<file path="src/verilog/dcsp_pkg.sv">
// Shared constants for the configuration serial port block.
// Assumes a single 250 MHz core clock and an 8-bit configuration register space.
package dcsp_pkg;
	// Local register port byte offsets, one 32-bit word each.
	localparam logic [3:0] DCSP_OFS_CFG = 4'h0;
	localparam logic [3:0] DCSP_OFS_STAT = 4'h4;
	localparam logic [3:0] DCSP_OFS_USER = 4'h8;
	// Serial-side register indexes.
	localparam logic [6:0] DCSP_IDX_CFG = 7'h00;
	localparam logic [6:0] DCSP_IDX_STAT = 7'h01;
	localparam logic [6:0] DCSP_IDX_USER = 7'h02;
	// Configuration register fields.
	localparam int DCSP_CFG_FOUR_WIRE = 0;
	localparam int DCSP_CFG_CH0_READ = 1;
	localparam int DCSP_CFG_REF_BUF_EN = 2;
	localparam int DCSP_CFG_BANDGAP_EN = 3;
	localparam logic [7:0] DCSP_CFG_RST = 8'h0c;
	localparam logic [7:0] DCSP_USER_RST = 8'h00;
	// Status register fields.
	localparam int DCSP_STAT_LVDS = 0;
	localparam int DCSP_STAT_IO_RANGE = 1;
	localparam int DCSP_STAT_CS = 2;
	localparam int DCSP_STAT_READY = 3;
	// Serial frame: one direction bit, seven address bits, eight data bits.
	localparam logic [4:0] DCSP_HDR_BITS = 5'h08;
	localparam logic [4:0] DCSP_FRAME_BITS = 5'h10;
	// Cycles after reset release before the straps are trusted; the synchroniser needs four to settle.
	localparam logic [2:0] DCSP_STRAP_WAIT = 3'h5;
	// Conversion outputs that go high-impedance in LVDS mode.
	localparam logic [7:0] DCSP_LVDS_UNUSED = 8'h5a;
endpackage

</file>
<file path="src/verilog/dcsp_sync3.sv">
// Three-stage input synchroniser with agreement filter.
// Assumes inputs are asynchronous to clk; output changes once stages two and three agree.
`timescale 1ns/1ps
module dcsp_sync3 #(
	parameter int W = 1,
	parameter logic [W-1:0] RST_VAL = '0
) (
	input wire logic clk, // Core clock.
	input wire logic rst_n, // Synchronised reset, active low.
	input wire logic [W-1:0] din, // Asynchronous inputs.
	output logic [W-1:0] dout // Filtered synchronous levels.
);
	logic [W-1:0] s1_ff, s2_ff, s3_ff, dout_ff;
	logic [W-1:0] nxt_dout;

	// Only the second and third stages feed the filter, so the metastable first stage stays isolated.
	always_comb begin
		nxt_dout = ((s2_ff ~^ s3_ff) & s3_ff) | ((s2_ff ^ s3_ff) & dout_ff);
	end

	// Shift stages and hold the agreed level.
	always_ff @(posedge clk or negedge rst_n) begin
		if (!rst_n) begin
			s1_ff <= RST_VAL;
			s2_ff <= RST_VAL;
			s3_ff <= RST_VAL;
			dout_ff <= RST_VAL;
		end else begin
			s1_ff <= din;
			s2_ff <= s1_ff;
			s3_ff <= s2_ff;
			dout_ff <= nxt_dout;
		end
	end

	assign dout = dout_ff;
endmodule

</file>
<file path="src/verilog/dcsp_top.sv">
// Configuration serial port with chip-select gating of the conversion outputs.
// Assumes pins reach mclk through dcsp_sync3 and the serial clock is far slower than mclk.
//
// Implementation choices: strobed register access and the register addresses.
`timescale 1ns/1ps
module dcsp_top
	import dcsp_pkg::*;
#(
	parameter int NCH = 8
) (
	input wire logic mclk, // Core clock, 250 MHz.
	input wire logic arst_n, // Asynchronous reset, active low.
	input wire logic [3:0] bus_addr, // Local register byte address.
	input wire logic [31:0] bus_wdata, // Local write data.
	input wire logic bus_we, // Local write strobe.
	input wire logic bus_re, // Local read strobe.
	output logic [31:0] bus_rdata, // Read data, valid the cycle after bus_re.
	input wire logic cs_n, // Chip select pin, active low.
	input wire logic cfg_serial_clock, // Configuration serial clock pin.
	input wire logic cfg_serial_inout_i, // Bidirectional data pin, input side.
	output logic cfg_serial_inout_o, // Bidirectional data pin, output side.
	output logic cfg_serial_inout_oe, // Bidirectional data pin enable.
	output logic cfg_serial_out_o, // Dedicated configuration data output.
	output logic cfg_serial_out_oe, // Dedicated output enable.
	input wire logic conv_bus_mode_strap, // High selects LVDS conversion output.
	input wire logic io_voltage_range_strap, // Supply range strap, reported only.
	input wire logic [NCH-1:0] conv_data_i, // Conversion bits from the converter core.
	output logic [NCH-1:0] conv_data_o, // Conversion data output pins.
	output logic [NCH-1:0] conv_data_oe, // Conversion data output enables.
	output logic reference_buffer_en, // Internal reference buffer enable.
	output logic bandgap_en // Internal band-gap enable.
);
	logic rst_s1_ff, rst_n_ff;
	logic cs_f, sck_f, din_f, lvds_f, iorng_f;
	logic sck_d_ff, sck_rise, sck_fall, cs_act, spi_wr;
	logic [4:0] cnt_ff, nxt_cnt;
	logic [6:0] shin_ff, nxt_shin, addr_ff, nxt_addr;
	logic rd_ff, nxt_rd, rdact_ff, nxt_rdact, dout_ff, nxt_dout;
	logic [7:0] rdval_ff, nxt_rdval, cfg_ff, nxt_cfg, user_ff, nxt_user, spi_data;
	logic lvds_ff, nxt_lvds, iorng_ff, nxt_iorng;
	logic [2:0] wait_ff, nxt_wait;
	logic [31:0] nxt_rdata;
	logic nxt_io_oe, nxt_so_oe;
	logic [NCH-1:0] nxt_cd_o, nxt_cd_oe;

	// Reset release passes two flip-flops so every process leaves reset on the same edge.
	always_ff @(posedge mclk or negedge arst_n) begin
		if (!arst_n) begin
			rst_s1_ff <= 1'b0;
			rst_n_ff <= 1'b0;
		end else begin
			rst_s1_ff <= 1'b1;
			rst_n_ff <= rst_s1_ff;
		end
	end

	// All pins are asynchronous; chip select resets to its inactive level.
	dcsp_sync3 #(.W(5), .RST_VAL(5'h10)) u_sync (
		.clk(mclk),
		.rst_n(rst_n_ff),
		.din({cs_n, cfg_serial_clock, cfg_serial_inout_i, conv_bus_mode_strap, io_voltage_range_strap}),
		.dout({cs_f, sck_f, din_f, lvds_f, iorng_f})
	);

	// Edges only count while selected, so a parked clock of either level starts no frame.
	assign cs_act = ~cs_f;
	assign sck_rise = cs_act & sck_f & ~sck_d_ff;
	assign sck_fall = cs_act & ~sck_f & sck_d_ff;
	assign spi_wr = sck_rise & (cnt_ff == DCSP_FRAME_BITS - 5'h01) & ~rd_ff;
	assign spi_data = {shin_ff, din_f};

	// Register read mux shared by the serial port and the local port.
	function automatic logic [7:0] reg_rd(input logic [6:0] idx, input logic [7:0] cfg, input logic [7:0] usr,
		input logic [3:0] st);
		case (idx)
			DCSP_IDX_CFG: reg_rd = cfg;
			DCSP_IDX_STAT: reg_rd = {4'h0, st};
			DCSP_IDX_USER: reg_rd = usr;
			default: reg_rd = 8'h00;
		endcase
	endfunction

	logic [3:0] stat;
	assign stat = {(wait_ff == DCSP_STRAP_WAIT), cs_act, iorng_ff, lvds_ff};

	// Serial frame engine; the strap never enters it, so access is the same in both bus modes.
	always_comb begin
		nxt_cnt = cnt_ff;
		nxt_shin = shin_ff;
		nxt_addr = addr_ff;
		nxt_rd = rd_ff;
		nxt_rdact = rdact_ff;
		nxt_dout = dout_ff;
		nxt_rdval = rdval_ff;
		if (!cs_act) begin
			nxt_cnt = 5'h00;
			nxt_rd = 1'b0;
			nxt_rdact = 1'b0;
		end else if (sck_rise && cnt_ff < DCSP_FRAME_BITS) begin
			nxt_cnt = cnt_ff + 5'h01;
			nxt_shin = {shin_ff[5:0], din_f};
			if (cnt_ff == DCSP_HDR_BITS - 5'h01) begin
				nxt_rd = shin_ff[6];
				nxt_addr = {shin_ff[5:0], din_f};
				nxt_rdval = reg_rd({shin_ff[5:0], din_f}, cfg_ff, user_ff, stat);
			end
		end else if (sck_fall && rd_ff && cnt_ff >= DCSP_HDR_BITS && cnt_ff < DCSP_FRAME_BITS) begin
			// Data changes on falling edges so the host samples it stable on the next rising edge.
			nxt_rdact = 1'b1;
			nxt_dout = rdval_ff[3'(5'h0f - cnt_ff)];
		end
	end

	// Settings written from the serial port win over the local port in the same cycle.
	always_comb begin
		nxt_cfg = cfg_ff;
		nxt_user = user_ff;
		if (bus_we && bus_addr == DCSP_OFS_CFG) nxt_cfg = bus_wdata[7:0];
		if (bus_we && bus_addr == DCSP_OFS_USER) nxt_user = bus_wdata[7:0];
		if (spi_wr && addr_ff == DCSP_IDX_CFG) nxt_cfg = spi_data;
		if (spi_wr && addr_ff == DCSP_IDX_USER) nxt_user = spi_data;
		nxt_rdata = 32'h0;
		// Unaligned byte addresses read zero instead of aliasing onto a register.
		if (bus_re && bus_addr[1:0] == 2'h0) nxt_rdata = {24'h0, reg_rd(7'(bus_addr[3:2]), cfg_ff, user_ff, stat)};
	end

	// Straps are captured once after reset, when the synchroniser has settled.
	always_comb begin
		nxt_wait = wait_ff;
		nxt_lvds = lvds_ff;
		nxt_iorng = iorng_ff;
		if (wait_ff != DCSP_STRAP_WAIT) begin
			nxt_wait = wait_ff + 3'h1;
			nxt_lvds = lvds_f;
			nxt_iorng = iorng_f;
		end
	end

	// Pin drivers; every enable is dropped while chip select is high.
	always_comb begin
		nxt_io_oe = cs_act & rdact_ff & ~cfg_ff[DCSP_CFG_FOUR_WIRE];
		nxt_so_oe = cs_act & rdact_ff & cfg_ff[DCSP_CFG_FOUR_WIRE] & ~cfg_ff[DCSP_CFG_CH0_READ];
		nxt_cd_o = conv_data_i;
		nxt_cd_oe = {NCH{cs_act}} & ~({NCH{lvds_ff}} & NCH'(DCSP_LVDS_UNUSED));
		if (cs_act && rdact_ff && cfg_ff[DCSP_CFG_FOUR_WIRE] && cfg_ff[DCSP_CFG_CH0_READ]) begin
			nxt_cd_o[0] = dout_ff;
			nxt_cd_oe[0] = 1'b1;
		end
	end

	// Register every state and output group.
	always_ff @(posedge mclk or negedge rst_n_ff) begin
		if (!rst_n_ff) begin
			sck_d_ff <= 1'b0;
			cnt_ff <= 5'h00;
			shin_ff <= 7'h00;
			addr_ff <= 7'h00;
			rd_ff <= 1'b0;
			rdact_ff <= 1'b0;
			dout_ff <= 1'b0;
			rdval_ff <= 8'h00;
			cfg_ff <= DCSP_CFG_RST;
			user_ff <= DCSP_USER_RST;
			wait_ff <= 3'h0;
			lvds_ff <= 1'b0;
			iorng_ff <= 1'b0;
			bus_rdata <= 32'h0;
			cfg_serial_inout_o <= 1'b0;
			cfg_serial_inout_oe <= 1'b0;
			cfg_serial_out_o <= 1'b0;
			cfg_serial_out_oe <= 1'b0;
			conv_data_o <= '0;
			conv_data_oe <= '0;
			reference_buffer_en <= 1'b0;
			bandgap_en <= 1'b0;
		end else begin
			sck_d_ff <= sck_f;
			cnt_ff <= nxt_cnt;
			shin_ff <= nxt_shin;
			addr_ff <= nxt_addr;
			rd_ff <= nxt_rd;
			rdact_ff <= nxt_rdact;
			dout_ff <= nxt_dout;
			rdval_ff <= nxt_rdval;
			cfg_ff <= nxt_cfg;
			user_ff <= nxt_user;
			wait_ff <= nxt_wait;
			lvds_ff <= nxt_lvds;
			iorng_ff <= nxt_iorng;
			bus_rdata <= nxt_rdata;
			cfg_serial_inout_o <= dout_ff;
			cfg_serial_inout_oe <= nxt_io_oe;
			cfg_serial_out_o <= dout_ff;
			cfg_serial_out_oe <= nxt_so_oe;
			conv_data_o <= nxt_cd_o;
			conv_data_oe <= nxt_cd_oe;
			reference_buffer_en <= cfg_ff[DCSP_CFG_REF_BUF_EN];
			bandgap_en <= cfg_ff[DCSP_CFG_BANDGAP_EN];
		end
	end
endmodule
</file>
<file path="config.mk">
export PLATFORM = sky130hd
export DESIGN_NAME = dcsp_top
export DESIGN_NICKNAME = d
export VERILOG_FILES = /design/src/verilog/dcsp_pkg.sv /design/src/verilog/dcsp_sync3.sv /design/src/verilog/dcsp_top.sv
export SDC_FILE = /design/constraint.sdc
export NUM_CORES = 1
export LEC_CHECK = 0
export BUFFER_PORTS_ARGS = -buffer_cell sky130_fd_sc_hd__buf_2
export CAP_MARGIN = 15
export CELL_PAD_IN_SITES_DETAIL_PLACEMENT = 0
export CELL_PAD_IN_SITES_GLOBAL_PLACEMENT = 2
export CORE_MARGIN = 1
export CORE_UTILIZATION = 35
export DETAILED_ROUTE_END_ITERATION = 10
export PLACE_DENSITY_LB_ADDON = 0.05
export SLEW_MARGIN = 20
export SYNTH_ARGS = -nofsm -noshare
export SYNTH_HDL_FRONTEND = slang
export SYNTH_SLANG_ARGS = --single-unit
</file>
<file path="constraint.sdc">
create_clock -name mclk -period 3.9 [get_ports mclk]
set_input_delay 0.975 -clock mclk [delete_from_list [all_inputs] [get_ports mclk]]
set_output_delay 0.975 -clock mclk [all_outputs]
set_load 0.1 [all_outputs]
</file>
# Yosys cells after proc, flatten, opt, wreduce, memory -nomap -nowiden
# Index checks and enable logic that the tools add are counted.
# totals
word_cells	114
inputBits	53
out_inout_bits	54
ff_bits	127
# classes
order_cmp	3
eq_ne	11
muxes	19
reduce_logical	27
addsub	3
n_bitwise	24
# op_table
op	n
one-hot mux 8 bit (3 select lines)	2
2-to-1 mux 8 bit	5
equality test 7 x 2 -> 1 bit, second input constant	2
zero test 7 bit	2
logical AND 1 bit	12
bitwise AND 1 bit	10
bitwise AND 5 bit	2
2-to-1 mux 5 bit	2
nonzero test 2 bit	5
2-to-1 mux 1 bit	9
bitwise AND 8 bit	1
NOT 7 -> 8 bit	1
equality test 7 x 1 -> 1 bit, second input constant	1
NOT 1 bit	7
AND reduction 2 bit	3
AND reduction 3 bit	2
adder 5 x 1 -> 5 bit, second input constant	1
equality test 5 x 3 -> 1 bit, second input constant	1
equality test 5 x 4 -> 1 bit, second input constant	1
greater-or-equal comparator 5 x 4 -> 1 bit, second input constant	1
< comparator 5 bit, second input constant	1
OR 5 bit	1
XNOR 5 bit	1
bitwise XOR 5 bit	1
12 further kinds	13

# Depth between registers and ports, before layout
# depth
depth_word	9
depth_mapped	8
ltp_nobuf	7

# Modules after synthesis
# Synthesis repeated with hierarchy kept, for this count alone.
# hier_totals
cells_unflattened	327
hier_area_um2	4242.8
# modules_own_cells
module	area_per_inst_um2	cells_each	instances	seq_area_each_um2
dcsp_top	3637.2	297	1	1954.4
dcsp_sync3	605.6	30	1	505.5

# Worst setup path after synthesis
# Ideal clock, no wire load.
# synth_path
path_kind	register to output
startpoint	register conv_data_oe[6] (netlist name)
endpoint	output port conv_data_oe[3]
stages_incl_launch_ff	2
path_buffers	1
required_ns	2.925
arrival_ns	1.357
setup_slack_ns	1.568
cell_sequence	dfrtp_1 > buf_4
# synth_rtl
item	line	text
to (decl)	dcsp_top.sv:29	output logic [NCH-1:0] conv_data_oe,

# Worst setup path in the final report
# layout_path
startpoint	register cnt_ff[0]
endpoint	register cfg_ff[1]
# layout_via
elab_chain_cells	5
elab_cells_between_ends	6
cone_classes	eq/ne (1); mux (1); bitwise (2); reduce/logical (2)
# layout_lines
item	line	text
from (decl)	dcsp_top.sv:36	logic [4:0] cnt_ff, nxt_cnt;
from (signal assigned)	dcsp_top.sv:178	cnt_ff <= nxt_cnt;
equality test 5 x 4 -> 1 bit *	dcsp_top.sv:69	assign spi_wr = sck_rise & (cnt_ff == DCSP_FRAME_BITS - 5'h01) & ~rd_ff;
bitwise AND 1 bit * (2 in series)	dcsp_top.sv:69	
logical AND 1 bit *	dcsp_top.sv:120	if (spi_wr && addr_ff == DCSP_IDX_CFG) nxt_cfg = spi_data;
2-to-1 mux 8 bit or nonzero test 2 bit (tied branches)	--	
to (signal assigned)	dcsp_top.sv:185	cfg_ff <= nxt_cfg;
to (decl)	dcsp_top.sv:39	logic [7:0] rdval_ff, nxt_rdval, cfg_ff, nxt_cfg, user_ff, nxt_user, spi_data;
# Mark *: on every way between the ends. The rest lies on a longest branch, timed or not.
# A chain may end at the register's enable or synchronous reset.

==> impl_metrics.tcl <==
set metrics [dict create \
    status "complete, but fails checks" \
    violations "design-rule violations" \
    nets 446 \
    utilization_pct 41.5 \
    syn_area_sq_um 4220 \
    clock.fmax_ghz 0.390 \
    clockBufferDepth 2 \
    ff2ff_path_depth 6 \
    p_leak_nw 2.30 \
    min_path_type "reg2reg" \
    finalCriticalPeriod_ns 2.56 \
    coreArea_sq_um 11600 \
    row_count 39 \
    dieArea_sq_um 12500 \
    drt_first_pass_iters 7 \
    critical_path_class "reg2reg" \
    cp.required_ns 4.10 \
    area_delta_synth_final_pct 13.7 \
    place.port_buffers 58 \
    path_max_fanout 16 \
    antenna_found_initial 0 \
    min_from "u_sync.s1_ff[1]" \
    synthCells 330 \
    chipHeight_microns 112 \
    clk_latency_ns 0.35 \
    synthFlopType "dfrtp_1" \
    yosysSeqAreaShare_pct 58.3 \
    ant_nets 0 \
    hold_viol 0 \
    gp_congestion 0.690 \
    total_power_mw 2.66 \
    rsz0062_at_grt "no" \
    drv_cap 0 \
    grtUsageTotal_pct 14.4 \
    post_drt_via_cell_ratio 4.65 \
    post-route-period-util_pct 65.7 \
    avgRoutedWirePerCell_microns 15.4 \
    peakVddDrop_mv 0.280 \
    cts_setup_buffers 0 \
    cts.repair.resized 0 \
    cts_sinks 98 \
    clk_pin_slew_ns 0.07 \
    yosys.area.top_type_share_pct 54.6 \
    ys_top_cells_by_area "dfrtp_1 55%, mux2i_1 7.1%, mux2_2 5.6%" \
    synth_top_area_cell "dfrtp_1" \
    cp_data_arrival_time_ns 2.76 \
    ys_types 41 \
    synth_edf_count 0 \
    grt_max_degree 67 \
    async_reset_ff_share_pct 100 \
    hpwlAfterDp_mm 5.55 \
    initialDrtViolationCount 75 \
    syn_avg_cell_area_sq_um 12.8 \
    ioPinCount 107 \
    num_vias 2472 \
    power_density_nw_per_um2 554 \
    cts_buffers 9 \
    worst_pin_slew_ns 0.851 \
    fillers 1166 \
    drcViolationCount 4 \
    setup-violations-final 0 \
    wl_mm 8.18 \
    tritoncts "built" \
    critPathLaunch "cnt_ff[0]" \
    fin_setup_tns_ns 0 \
    start_util_pct 36.5 \
    slew_viol_final 0 \
    relSlewSlack_pct 43.3 \
    gr-total-overflow 0 \
    cts_hold_buffers 0 \
    first_global_vias 2528 \
    die_w_microns 112 \
    yosysWarnings 0 \
    synth.ff_latch_count 98 \
    grt_first_pass_wirelength_mm 13.5 \
    min_path_cells 0 \
    cts_htree_levels 3 \
    n_antenna_cell 0 \
    fin_worst_skew_ns 0.00857 \
    cts-root-buf "clkbuf_16" \
    regToRegStartpoint "cnt_ff[0]" \
    end_kind "flip-flop" \
    startpoint_type "flip-flop" \
    layout-drive-gt1-share_pct 30.1 \
]
routing by layer:
metal  up-vias  global-route usage [%]  routed length [microns]
met2        47                    23.1                     3980
met1      1216                    18.1                     3720
met3        11                    4.63                      334
li1       1198                       -                        -
met5         -                       0                        0
met4         0                    5.68                      142
path summary, 6_finish.rpt:
kind / to / slack (ns)
setup / recovery: cfg_ff[1] / 1.34
hold / removal: u_sync.s2_ff[1] / 0.34
setup reg to reg: cfg_ff[1] / 1.34
hold reg to reg: u_sync.s2_ff[1] / 0.34
max in group asynchronous: cfg_ff[3] / 2.48
min in group asynchronous: rst_n_ff / 0.40
power by group:
part	internal (mW)	switching [mW]	leakage, nW
clock network	0.448	0.378	0.139
registers	1.13	0.167	1.21
logic	0.156	0.377	0.958
total	1.73	0.922	2.30
per-stage QoR:
stage          cells  worst slack [ns]  hold slack, ns  area [sq um]
2_1_floorplan    353             0.979           0.331          4310
3_3_place_gp     516              1.33           0.332          4530
3_5_place_dp     516              1.27           0.336          4530
4_1_cts          532              1.26           0.352          4800
5_1_grt          532              1.10           0.360          4800
6_report         532              1.34           0.345          4800
layout make-up:
cell class / count / area [sq um] / area share [%]
Sequential cell: 98 / 2460 / 51.3
Clock buffer: 11 / 243 / 5.06
Tap cell: 143 / 179 / 3.73
Inverter: 4 / 15.0 / 0.313
Timing Repair Buffer: 61 / 313 / 6.52
Multi-Input combinational cell: 210 / 1560 / 32.4
Clock inverter: 5 / 28.8 / 0.600
cell usage after synthesis (all sizes together) (3+ instances only):
cell	n
dfstp	6
dfrtp	92
a22o	8
mux2i	30
xor2	3
nand4	3
nor2	24
clkbuf	3
a21o	5
mux2	21
o21ai	21
nand2	27
buf	38
inv	4
a21oi	6
ha	9
nor4	3
cells in the final DEF (no fill, tap or decap), types with 3 or more instances in the layout:
cell type and n:
dfstp_2 6, clkinv_2 4, buf_4 3, a22o_1 8, a21o_1 5, inv_1 4
conb_1 25, nor4_4 3, xor2_1 3, a21oi_1 6, mux2i_1 30, mux2_2 21
nand2_1 27, ha_1 9, o21ai_0 11, buf_2 58, nor2_1 24, clkbuf_16 9
dfrtp_1 91, o21ai_1 10
sequential cells by signal, indices dropped and copies added, names as in the netlist, 3 cells and up:
name,cells
bus_rdata,8
cfg_ff,8
conv_data_o,8
rdval_ff,8
user_ff,8
addr_ff,7
shin_ff,7
cnt_ff,5
u_sync.dout,5
u_sync.s1_ff,5
u_sync.s2_ff,5
u_sync.s3_ff,5
conv_data_oe,3
wait_ff,3
cells by family (layout without fill, tap and decap cells):
family | after synthesis | after routing | synth area share, %
compound gates | 43 | 43 | 6.70
xor+xnor | 3 | 3 | 0.623
fa+ha+maj | 9 | 9 | 2.67
buf+inv | 45 | 81 | 7.03
flops | 98 | 98 | 58.3
mux | 53 | 53 | 13.8
other cells | 2 | 25 | 0.178
simple gates | 77 | 77 | 10.7
critical path: stages (launching register included):
cell and delay, ns:
dfrtp_1 0.49, ha_1 0.29, and3_1 0.19, ha_1 0.15
nand4bb_1 0.26, nor4_4 0.82, o21ai_0 0.20
No activity file was read; power rests on OpenSTA's default activity.
